### src/rtl/pin_mux_pkg.sv
// constants and types shared by the port pin and external bus multiplexer
// Behaviour
// - port 0 open-drain, latched one floats
// - port 0 drives address/data strongly on bus
// - ports 1-3 pull latched ones high
// - port 2 drives high address on bus
// - 8-bit indirect data keeps port 2 latch
// - 23-bit: A16-22 with strobe high, A8-14 low
// - 23-bit: port 2 bit 7 holds A15
// - spi enable: bit 4 is mosi, no pull-up
// - spi enable: bit 5 is spi clock, no pull-up
// - port 1 bits 0,1 serve timer 2
// - port 1 bits 2-7 serve counter array
// - sequencing uses six-clock machine cycles
// - strobe every machine cycle, skipped on data
// - aux bit 0 limits strobe to ext instructions
package pin_mux_pkg;

  // machine cycle timing
  localparam int unsigned   MC_CLOCKS      = 6;
  localparam logic [2:0]    PHASE_LAST     = 3'h5;
  localparam logic [2:0]    PHASE_RESET    = 3'h0;
  localparam logic [2:0]    ALE_LAST_PHASE = 3'h1;

  // widths
  localparam int unsigned   PORT_W         = 8;
  localparam int unsigned   ADDR_W         = 23;
  localparam int unsigned   PIN_TOTAL      = 32;

  // values after reset and for full drive
  localparam logic [7:0]    PORT_RESET     = 8'hFF;
  localparam logic [7:0]    DRIVE_NONE     = 8'h00;
  localparam logic [7:0]    DRIVE_ALL      = 8'hFF;

  // control bit positions
  localparam int unsigned   SPI_EN_BIT     = 6;
  localparam int unsigned   ALE_OFF_BIT    = 0;

  // port 1 alternate bit positions
  localparam int unsigned   T2_BIT         = 0;
  localparam int unsigned   T2AUX_BIT      = 1;
  localparam int unsigned   ECI_BIT        = 2;
  localparam int unsigned   PCA_BASE_BIT   = 3;
  localparam int unsigned   PCA_MODULES    = 5;
  localparam int unsigned   MOSI_BIT       = 4;
  localparam int unsigned   SCK_BIT        = 5;

  // port 3 alternate bit positions
  localparam int unsigned   RX0_BIT        = 0;
  localparam int unsigned   TX0_BIT        = 1;
  localparam int unsigned   IRQ0_BIT       = 2;
  localparam int unsigned   IRQ1_BIT       = 3;

  // port slices within the synchronised pin vector
  localparam int unsigned   P0_LSB         = 0;
  localparam int unsigned   P1_LSB         = 8;
  localparam int unsigned   P2_LSB         = 16;
  localparam int unsigned   P3_LSB         = 24;

  // kind of external access requested by the core
  typedef enum logic [1:0] {
    ACC_CODE,
    ACC_DATA8,
    ACC_DATA16,
    ACC_DATA23
  } acc_kind_t;

  // external bus sequencer states
  typedef enum logic [1:0] {
    BUS_IDLE,
    BUS_ADDR,
    BUS_DATA
  } bus_state_t;

endpackage : pin_mux_pkg

### src/rtl/pin_sync.sv
// two-flop synchroniser bank for pad inputs
`timescale 1ns/1ns
module pin_sync #(
  parameter int unsigned W = 8
) (
  // clock and reset
  input  wire logic         clk,
  input  wire logic         rst_n,
  // pad side and clean side
  input  wire logic [W-1:0] async_in,
  output logic      [W-1:0] sync_out
);

  logic [W-1:0] meta_q;

  // first stage feeds only the second stage
  genvar i;
  generate
    for (i = 0; i < W; i++) begin : g_bit
      always_ff @(posedge clk) begin
        if (!rst_n) begin
          meta_q[i]   <= 1'b0;
          sync_out[i] <= 1'b0;
        end else begin
          meta_q[i]   <= async_in[i];
          sync_out[i] <= meta_q[i];
        end
      end
    end
  endgenerate

endmodule : pin_sync

### src/rtl/port_pin_and_ext_bus_mux.sv
// port pins, alternate functions and multiplexed external memory bus
`timescale 1ns/1ns
module port_pin_and_ext_bus_mux
  import pin_mux_pkg::*;
(
  // clock and reset
  input  wire logic                    clk,
  input  wire logic                    rst_n,
  // port output latches and control bits from the core
  input  wire logic [7:0]              p0_latch,
  input  wire logic [7:0]              p1_latch,
  input  wire logic [7:0]              port2_output_latch,
  input  wire logic [7:0]              p3_latch,
  input  wire logic [7:0]              spi_control_reg,
  input  wire logic [7:0]              aux_function_reg,
  input  wire logic                    ext_instr_active,
  // external access request from the core
  input  wire logic                    acc_req,
  input  pin_mux_pkg::acc_kind_t       acc_kind,
  input  wire logic [22:0]             acc_addr,
  input  wire logic                    acc_write,
  input  wire logic [7:0]              acc_wdata,
  output logic                         acc_done,
  output logic [7:0]                   acc_rdata,
  // peripheral outputs to be routed
  input  wire logic                    timer2_clkout_en,
  input  wire logic                    timer2_clkout,
  input  wire logic [4:0]              pca_out_en,
  input  wire logic [4:0]              pca_out,
  input  wire logic                    serial0_transmit,
  input  wire logic                    spi_mosi_out,
  input  wire logic                    spi_mosi_oe,
  input  wire logic                    spi_clk_out,
  input  wire logic                    spi_clk_oe,
  // synchronised pin levels to the core and peripherals
  output logic [7:0]                   p0_pin,
  output logic [7:0]                   p1_pin,
  output logic [7:0]                   p2_pin,
  output logic [7:0]                   p3_pin,
  output logic                         timer2_count_io,
  output logic                         timer2_aux_input,
  output logic                         pca_ext_clock_in,
  output logic [4:0]                   pca_pin_in,
  output logic                         serial0_receive,
  output logic                         ext_irq_zero,
  output logic                         ext_irq_one,
  // pads
  input  wire logic [31:0]             pad_in,
  output logic [7:0]                   p0_out,
  output logic [7:0]                   p0_oe,
  output logic [7:0]                   p1_out,
  output logic [7:0]                   p1_oe,
  output logic [7:0]                   p1_pullup,
  output logic [7:0]                   p2_out,
  output logic [7:0]                   p2_oe,
  output logic [7:0]                   p2_pullup,
  output logic [7:0]                   p3_out,
  output logic [7:0]                   p3_oe,
  output logic [7:0]                   p3_pullup,
  output logic                         ale
);

  import pin_mux_pkg::*;

  // quasi-bidirectional drive: a zero pulls low hard, a one rides the pull-up
  function automatic logic [15:0] quasi_drive(input logic [7:0] v);
    quasi_drive = {v, ~v}; // {pullup, oe}
  endfunction : quasi_drive

  // pad synchronisation
  logic [31:0] pin_s;

  pin_sync #(.W(PIN_TOTAL)) u_pin_sync (
    .clk      (clk),
    .rst_n    (rst_n),
    .async_in (pad_in),
    .sync_out (pin_s)
  );

  // pin read-back and alternate inputs straight from the sync flops
  assign p0_pin           = pin_s[P0_LSB +: PORT_W];
  assign p1_pin           = pin_s[P1_LSB +: PORT_W];
  assign p2_pin           = pin_s[P2_LSB +: PORT_W];
  assign p3_pin           = pin_s[P3_LSB +: PORT_W];
  assign timer2_count_io  = pin_s[P1_LSB + T2_BIT];
  assign timer2_aux_input = pin_s[P1_LSB + T2AUX_BIT];
  assign pca_ext_clock_in = pin_s[P1_LSB + ECI_BIT];
  assign pca_pin_in       = pin_s[P1_LSB + PCA_BASE_BIT +: PCA_MODULES];
  assign serial0_receive  = pin_s[P3_LSB + RX0_BIT];
  assign ext_irq_zero     = pin_s[P3_LSB + IRQ0_BIT];
  assign ext_irq_one      = pin_s[P3_LSB + IRQ1_BIT];

  // ---------------- bus sequencer ----------------
  logic [2:0]  phase_q, phase_d;
  bus_state_t  st_q, st_d;
  acc_kind_t   kind_q, kind_d;
  logic [22:0] addr_q, addr_d;
  logic        wr_q, wr_d;
  logic [7:0]  wdata_q, wdata_d;
  logic        done_q, done_d;
  logic [7:0]  rdata_q, rdata_d;
  logic        ale_q, ale_d;
  logic        busy_d;

  // requests are only taken at a machine cycle boundary, so every bus
  // cycle starts on phase 0 and the strobe stays at a fixed rate
  always_comb begin
    phase_d = (phase_q == PHASE_LAST) ? PHASE_RESET : phase_q + 3'h1;
    st_d    = st_q;
    kind_d  = kind_q;
    addr_d  = addr_q;
    wr_d    = wr_q;
    wdata_d = wdata_q;
    done_d  = 1'b0;
    case (st_q)
      BUS_IDLE: begin
        if (phase_q == PHASE_LAST && acc_req) begin
          st_d    = BUS_ADDR;
          kind_d  = acc_kind;
          addr_d  = acc_addr;
          wr_d    = acc_write && (acc_kind != ACC_CODE);
          wdata_d = acc_wdata;
        end
      end
      BUS_ADDR: begin
        if (phase_q == PHASE_LAST) begin
          // code fetch ends here; data access takes a second machine cycle
          st_d   = (kind_q == ACC_CODE) ? BUS_IDLE : BUS_DATA;
          done_d = (kind_q == ACC_CODE);
        end
      end
      BUS_DATA: begin
        if (phase_q == PHASE_LAST) begin
          st_d   = BUS_IDLE;
          done_d = 1'b1;
        end
      end
      default: begin
        st_d = BUS_IDLE;
      end
    endcase
    // read data is what the pins show on the last phase (two clocks of sync lag)
    rdata_d = (done_d && !wr_q) ? pin_s[P0_LSB +: PORT_W] : rdata_q;
    busy_d  = (st_d != BUS_IDLE);
    // data machine cycle has no strobe: the skipped pulse
    ale_d   = (phase_d <= ALE_LAST_PHASE) && (st_d != BUS_DATA)
              && (!aux_function_reg[ALE_OFF_BIT] || ext_instr_active);
  end

  // sequencer registers
  always_ff @(posedge clk) begin
    if (!rst_n) begin
      phase_q <= PHASE_RESET;
      st_q    <= BUS_IDLE;
      kind_q  <= ACC_CODE;
      addr_q  <= '0;
      wr_q    <= 1'b0;
      wdata_q <= DRIVE_NONE;
      done_q  <= 1'b0;
      rdata_q <= DRIVE_NONE;
      ale_q   <= 1'b0;
    end else begin
      phase_q <= phase_d;
      st_q    <= st_d;
      kind_q  <= kind_d;
      addr_q  <= addr_d;
      wr_q    <= wr_d;
      wdata_q <= wdata_d;
      done_q  <= done_d;
      rdata_q <= rdata_d;
      ale_q   <= ale_d;
    end
  end

  assign acc_done  = done_q;
  assign acc_rdata = rdata_q;
  assign ale       = ale_q;

  // ---------------- pad drivers ----------------
  logic [7:0]  p0_out_q, p0_out_d, p0_oe_q, p0_oe_d;
  logic [7:0]  p1_out_q, p1_out_d, p1_oe_q, p1_oe_d, p1_pu_q, p1_pu_d;
  logic [7:0]  p2_out_q, p2_out_d, p2_oe_q, p2_oe_d, p2_pu_q, p2_pu_d;
  logic [7:0]  p3_out_q, p3_out_d, p3_oe_q, p3_oe_d, p3_pu_q, p3_pu_d;
  logic [7:0]  p1_val, p3_val;

  // drivers are computed from the next sequencer state so pads and strobe
  // change on the same edge; memory latches address as the strobe falls
  always_comb begin
    // port 0: open drain as a port, push-pull as the bus
    p0_out_d = DRIVE_NONE;
    p0_oe_d  = ~p0_latch;
    if (busy_d) begin
      p0_oe_d = DRIVE_NONE;                                 // read turnaround floats
      if (st_d == BUS_ADDR && phase_d <= ALE_LAST_PHASE) begin
        p0_out_d = addr_d[7:0];
        p0_oe_d  = DRIVE_ALL;
      end else if (st_d == BUS_DATA && wr_d) begin
        p0_out_d = wdata_d;
        p0_oe_d  = DRIVE_ALL;
      end
    end
    // port 1: timer 2 and counter array outputs are ANDed with the latch, idle high
    p1_val = p1_latch;
    p1_val[T2_BIT] = p1_latch[T2_BIT] & (~timer2_clkout_en | timer2_clkout);
    for (int i = 0; i < PCA_MODULES; i++) begin
      p1_val[PCA_BASE_BIT + i] = p1_latch[PCA_BASE_BIT + i]
                                 & (~pca_out_en[i] | pca_out[i]);
    end
    {p1_pu_d, p1_oe_d} = quasi_drive(p1_val);
    p1_out_d = DRIVE_NONE;
    if (spi_control_reg[SPI_EN_BIT]) begin
      p1_out_d[MOSI_BIT] = spi_mosi_out;
      p1_oe_d[MOSI_BIT]  = spi_mosi_oe;
      p1_pu_d[MOSI_BIT]  = 1'b0;
      p1_out_d[SCK_BIT]  = spi_clk_out;
      p1_oe_d[SCK_BIT]   = spi_clk_oe;
      p1_pu_d[SCK_BIT]   = 1'b0;
    end
    // port 2: high address byte unless an 8-bit indirect access
    {p2_pu_d, p2_oe_d} = quasi_drive(port2_output_latch);
    p2_out_d = DRIVE_NONE;
    if (busy_d && kind_d != ACC_DATA8) begin
      p2_oe_d = DRIVE_ALL;
      p2_pu_d = DRIVE_NONE;
      if (kind_d == ACC_DATA23) begin
        p2_out_d = {addr_d[15], ale_d ? addr_d[22:16] : addr_d[14:8]};
      end else begin
        p2_out_d = addr_d[15:8];
      end
    end
    // port 3: serial transmit shares the latch AND
    p3_val = p3_latch;
    p3_val[TX0_BIT] = p3_latch[TX0_BIT] & serial0_transmit;
    {p3_pu_d, p3_oe_d} = quasi_drive(p3_val);
    p3_out_d = DRIVE_NONE;
  end

  // pad registers; reset releases every port, ports 1-3 onto their pull-ups and port 0 floating
  always_ff @(posedge clk) begin
    if (!rst_n) begin
      p0_out_q <= DRIVE_NONE;
      p0_oe_q  <= DRIVE_NONE;
      p1_out_q <= DRIVE_NONE;
      p1_oe_q  <= DRIVE_NONE;
      p1_pu_q  <= PORT_RESET;
      p2_out_q <= DRIVE_NONE;
      p2_oe_q  <= DRIVE_NONE;
      p2_pu_q  <= PORT_RESET;
      p3_out_q <= DRIVE_NONE;
      p3_oe_q  <= DRIVE_NONE;
      p3_pu_q  <= PORT_RESET;
    end else begin
      p0_out_q <= p0_out_d;
      p0_oe_q  <= p0_oe_d;
      p1_out_q <= p1_out_d;
      p1_oe_q  <= p1_oe_d;
      p1_pu_q  <= p1_pu_d;
      p2_out_q <= p2_out_d;
      p2_oe_q  <= p2_oe_d;
      p2_pu_q  <= p2_pu_d;
      p3_out_q <= p3_out_d;
      p3_oe_q  <= p3_oe_d;
      p3_pu_q  <= p3_pu_d;
    end
  end

  assign p0_out    = p0_out_q;
  assign p0_oe     = p0_oe_q;
  assign p1_out    = p1_out_q;
  assign p1_oe     = p1_oe_q;
  assign p1_pullup = p1_pu_q;
  assign p2_out    = p2_out_q;
  assign p2_oe     = p2_oe_q;
  assign p2_pullup = p2_pu_q;
  assign p3_out    = p3_out_q;
  assign p3_oe     = p3_oe_q;
  assign p3_pullup = p3_pu_q;

  // ---------------- checks ----------------
  a_p0_open_drain: assert property (@(posedge clk) disable iff (!rst_n)
    !busy_d |=> (p0_oe_q == ~$past(p0_latch)) && (p0_out_q == DRIVE_NONE))
    else $error("port 0 not open drain outside bus cycle");

  a_p0_addr_drive: assert property (@(posedge clk) disable iff (!rst_n)
    (st_q == BUS_ADDR && phase_q == PHASE_RESET)
      |-> (p0_oe_q == DRIVE_ALL) && (p0_out_q == addr_q[7:0]))
    else $error("port 0 does not drive low address");

  a_p2_quasi_idle: assert property (@(posedge clk) disable iff (!rst_n)
    !busy_d |=> (p2_pu_q == $past(port2_output_latch)) && (p2_oe_q == ~p2_pu_q))
    else $error("port 2 pull-up does not follow latch");

  a_p2_high_addr: assert property (@(posedge clk) disable iff (!rst_n)
    (st_q != BUS_IDLE && (kind_q == ACC_DATA16 || kind_q == ACC_CODE))
      |-> (p2_oe_q == DRIVE_ALL) && (p2_out_q == addr_q[15:8]))
    else $error("port 2 does not drive high address");

  a_p2_keeps_latch: assert property (@(posedge clk) disable iff (!rst_n)
    (st_q != BUS_IDLE && kind_q == ACC_DATA8) |-> (p2_oe_q == ~$past(port2_output_latch)))
    else $error("port 2 left its latch during 8-bit access");

  a_p2_wide_phase: assert property (@(posedge clk) disable iff (!rst_n)
    (st_q != BUS_IDLE && kind_q == ACC_DATA23)
      |-> (p2_out_q[6:0] == (ale_q ? addr_q[22:16] : addr_q[14:8])))
    else $error("port 2 wide address phasing wrong");

  a_p2_bit7_a15: assert property (@(posedge clk) disable iff (!rst_n)
    (st_q != BUS_IDLE && kind_q == ACC_DATA23) |-> (p2_out_q[7] == addr_q[15]))
    else $error("port 2 bit 7 does not carry A15");

  a_spi_mosi_pin: assert property (@(posedge clk) disable iff (!rst_n)
    spi_control_reg[SPI_EN_BIT]
      |=> !p1_pu_q[MOSI_BIT] && (p1_out_q[MOSI_BIT] == $past(spi_mosi_out)))
    else $error("mosi pin not taken over");

  a_spi_clk_pin: assert property (@(posedge clk) disable iff (!rst_n)
    spi_control_reg[SPI_EN_BIT]
      |=> !p1_pu_q[SCK_BIT] && (p1_oe_q[SCK_BIT] == $past(spi_clk_oe)))
    else $error("spi clock pin not taken over");

  a_mc_six_clocks: assert property (@(posedge clk) disable iff (!rst_n)
    (phase_q == PHASE_RESET) |=> (phase_q != PHASE_RESET) [*5] ##1 (phase_q == PHASE_RESET))
    else $error("machine cycle is not six clocks");

  // the strobe register has no pulse in the first phase after reset, and the
  // inhibit bit acts with one clock of lag, so both pulse phases must be free of it
  a_ale_rate_skip: assert property (@(posedge clk) disable iff (!rst_n)
    (phase_q == PHASE_RESET && st_q != BUS_DATA && $past(rst_n)
      && (!$past(aux_function_reg[ALE_OFF_BIT]) || $past(ext_instr_active))
      && (!aux_function_reg[ALE_OFF_BIT] || ext_instr_active))
      |-> ale_q ##1 ale_q ##1 !ale_q [*4])
    else $error("strobe pulse missing or wrong width");

  a_ale_inhibit: assert property (@(posedge clk) disable iff (!rst_n)
    ($past(aux_function_reg[ALE_OFF_BIT]) && !$past(ext_instr_active)) |-> !ale_q)
    else $error("strobe not suppressed");

endmodule : port_pin_and_ext_bus_mux

### config.mk
export PLATFORM = sky130hd
export DESIGN_NAME = port_pin_and_ext_bus_mux
export DESIGN_NICKNAME = d
export VERILOG_FILES = /design/src/rtl/pin_mux_pkg.sv /design/src/rtl/pin_sync.sv /design/src/rtl/port_pin_and_ext_bus_mux.sv
export SDC_FILE = /design/constraint.sdc
export NUM_CORES = 1
export LEC_CHECK = 0
export ABC_AREA = 0
export BUFFER_PORTS_ARGS = -buffer_cell sky130_fd_sc_hd__buf_2
export CORE_MARGIN = 2
export CORE_UTILIZATION = 40
export CTS_CLUSTER_SIZE = 12
export DETAILED_ROUTE_END_ITERATION = 7
export PLACE_DENSITY_LB_ADDON = 0.05
export SLEW_MARGIN = 15
export SYNTH_ARGS = -nofsm -noshare
export SYNTH_HDL_FRONTEND = slang
export SYNTH_SLANG_ARGS = --single-unit
### constraint.sdc
create_clock -name clk -period 2 [get_ports clk]
set_input_delay 0.4 -clock clk [delete_from_list [all_inputs] [get_ports clk]]
set_output_delay 0.4 -clock clk [all_outputs]
set_load 0.01 [all_outputs]
==> results.json <==
{
  "run_status": "finished clean",
  "gp_congestion": 0.8352,
  "grt_max_degree": 81,
  "cts-buffers-inserted": 17,
  "end_kind": "register",
  "worstPathMaxFanout": 7,
  "finalMaxSlewViolations": 0,
  "antenna_cells": 0,
  "synth_edf_count": 0,
  "dr.pass1.iters": 4,
  "die_w_um": 129.0,
  "cts-root-buf": "clkbuf_16",
  "worstReg2RegEnd": "p2_out[1]",
  "synth-compound-area-share": 0.1079,
  "cts_max_level": 4,
  "final_layout_size_suffix_gt1_frac": 0.4068,
  "ant_nets": 0,
  "worstRegToRegCells": 8,
  "r2r-start": "st_q[0]",
  "cts_tree": "yes",
  "grtUsageTotal": 0.1650,
  "clkSinkCount": 187,
  "synthSimpleGateAreaFrac": 0.1570,
  "ys_warn_count": 0,
  "fillers": 1350,
  "yosysSeqAreaShare": 0.5991,
  "muxShareOfSynthArea": 0.05467,
  "async_flop_share": 0,
  "grt_pass1_vias": 4580,
  "clk_pin_slew_ns": 0.07,
  "vias": 4864,
  "critPathLaunchType": "register",
  "syn2layout_area_growth_pct": 36.96,
  "critPathKind": "reg2reg",
  "ir_worst_vdd_uv": 566.4,
  "synth_top_area_cell": "dfxtp_1",
  "synthAdderAreaFrac": 0.008010,
  "hp-start": "p3_latch[4]",
  "maxCapViolCount": 0,
  "synthFlopType": "dfxtp_1",
  "dp_hpwl_mm": 10.15,
  "yosysTopAreaCellShare": 0.5991,
  "fin_crit_sh": 0.9769,
  "die_y_um": 129.0,
  "min_period_ns": 1.954,
  "hold_depth": 2,
  "ys_ff_latch": 187,
  "powerDensity_nw_per_um2": 914.7,
  "synth_cell_types": 48,
  "leakage_nw": 3.953,
  "nets": 985,
  "drc": 0,
  "syn-cell-area_um2": 6248,
  "crit_chain": "buf_6 -> ha_4 -> nor3_4 -> o221ai_2 -> and2_4 -> buf_4 -> a211o_4 -> a211oi_1",
  "skew_ns": 0.01017,
  "port-buffer-count": 247,
  "cp.required_ns": 2.33,
  "core.rowCount": 45,
  "start_util": 0.4095,
  "insertion_delay_ns": 0.41,
  "gr-total-overflow": 0,
  "clockBufferDepth": 2,
  "cts_hold_buf": 0,
  "vias_per_cell": 4.550,
  "whs_endpoint": "p3_oe[4]",
  "min_path_type": "in2reg",
  "max_stage_delay_ns": 0.37,
  "synth.avg_cell_area_um2": 10.66,
  "r2r_setup_slack_ns": 0.05,
  "die-area_um2": 16640,
  "pre_cts_ws_ns": -0.09566,
  "final_util": 0.5609,
  "wl_per_cell_um": 13.31,
  "ios": 276,
  "fmax_mhz": 511.8,
  "drt_iter0_drc": 229,
  "cp_slowest_cell": "a211o_4",
  "synth_xor_area_frac": 0,
  "synth_top_family_by_area": "simple AND/OR/NAND/NOR gates",
  "setup_ws_ns": 0.04617,
  "yosys-top-cells-count": "dfxtp_1, and2_1, nor2_1",
  "finalSetupViolCount": 0,
  "antenna_found_initial": 0,
  "core_um2": 15260,
  "hold_viol": 0,
  "synth_top_cells_by_area": "dfxtp_1, and2_1, mux2i_1, buf_4, nor2_1",
  "routed_wl_mm": 14.23,
  "grt_pass1_wl_mm": 21.58,
  "syn_inst": 586,
  "synth_most_common_cell": "dfxtp_1",
  "hold_ws_ns": 0.1468,
  "critical_path_arrival_ns": 2.28
}
## layout make-up
class                      instances  area [µm²]  area share
tap                              211       264.0     0.03085
clock inverter                    14       166.4     0.01944
clock buffer                      17       425.4     0.04971
multi-input combinational        328        2207      0.2579
sequential                       187        3749      0.4380
timing repair buffer             287        1653      0.1931
inverter                          25       93.84     0.01096
## metal layers
layer,GRT usage,share of wire
met5,0,0
met4,0.06074,0.015
met3,0.06861,0.083
met2,0.2736,0.49
met1,0.1918,0.42
## cell usage in the layout, fill, tap and decap left out, types with 4 or more instances in the layout
cell,n
o2111ai_1,8
dfxtp_1,185
nand4b_1,9
a21oi_1,28
clkbuf_16,19
buf_12,5
buf_2,247
clkinv_2,5
conb_1,14
inv_1,22
o211ai_1,10
nor2_1,42
a31oi_1,7
mux2i_1,33
nand2b_1,8
a211oi_2,5
buf_4,28
inv_6,4
and2_1,65
o21ai_1,5
nand2_1,19
o21ai_0,20
o21a_1,8
nand3b_1,8
buf_6,5
## worst max path at each step
stage          startpoint  cells past startpoint         to
2_1_floorplan     st_q[0]                      8   p0_oe[0]
3_3_place_gp      st_q[0]                      7   p0_oe[1]
3_5_place_dp      st_q[0]                      7   p0_oe[3]
4_1_cts           st_q[0]                      8  p2_out[4]
5_1_grt           st_q[0]                      8  p2_out[3]
6_report          st_q[0]                      8  p2_out[1]
## logic make-up after synthesis
family,after synthesis
buffers and inverters,84
multiplexers,34
adder cells (fa/ha/maj),4
AO/OA/AOI/OAI,104
AND/OR/NAND/NOR,172
other,1
flip-flops,187
## report_power, final
group          internal, W  total [W]  switching, W
sequential         0.00387    0.00390     0.0000387
combinational     0.000279   0.000574      0.000295
clock              0.00197    0.00335       0.00138
total              0.00611    0.00783       0.00172
## critical path: cells and delay by family, from the launching register on
kind                       cells  cell delay [ns]
DFF                            1             0.34
and+or+nand+nor                2             0.39
adders and majority gates      1             0.16
AOI/OAI and AO/OA              3             0.73
buffers and inverters          2             0.26
## state kept, by name, summed over array words and instances, names as in the netlist, 2 cells and up
| signal | cells |
|---|---|
| phase_q | 3 |
| addr_q | 23 |
| u_pin_sync.meta_q | 32 |
| kind_q | 2 |
| p1_out | 2 |
| p1_oe | 8 |
| u_pin_sync.sync_out | 32 |
| p3_oe | 8 |
| p0_oe | 8 |
| st_q | 2 |
| p3_pullup | 8 |
| p2_oe | 8 |
| wdata_q | 8 |
| p2_pullup | 8 |
| p1_pullup | 8 |
| p0_out | 8 |
| acc_rdata | 8 |
| p2_out | 8 |
## timing repair
action,4_1_cts,5_1_grt
pin swaps,1,12
resized for setup,5,30
endpoints found under the setup margin,31,39
cloned,0,3
buffers inserted,0,7
## stage by stage
step | std cells | TNS, ns | instance area, µm² | total power (W)
after floorplan | 599 | 0 | 6297 | 0.004282
after global placement | 1028 | -0.2534 | 7700 | 0.004532
after detailed placement | 1028 | -0.9494 | 7700 | 0.004547
after CTS | 1059 | 0 | 8309 | 0.007918
after global routing | 1069 | -0.08385 | 8558 | 0.008176
final | 1069 | 0 | 8558 | 0.007828
Note: power is estimated with default switching activity, not from simulation.
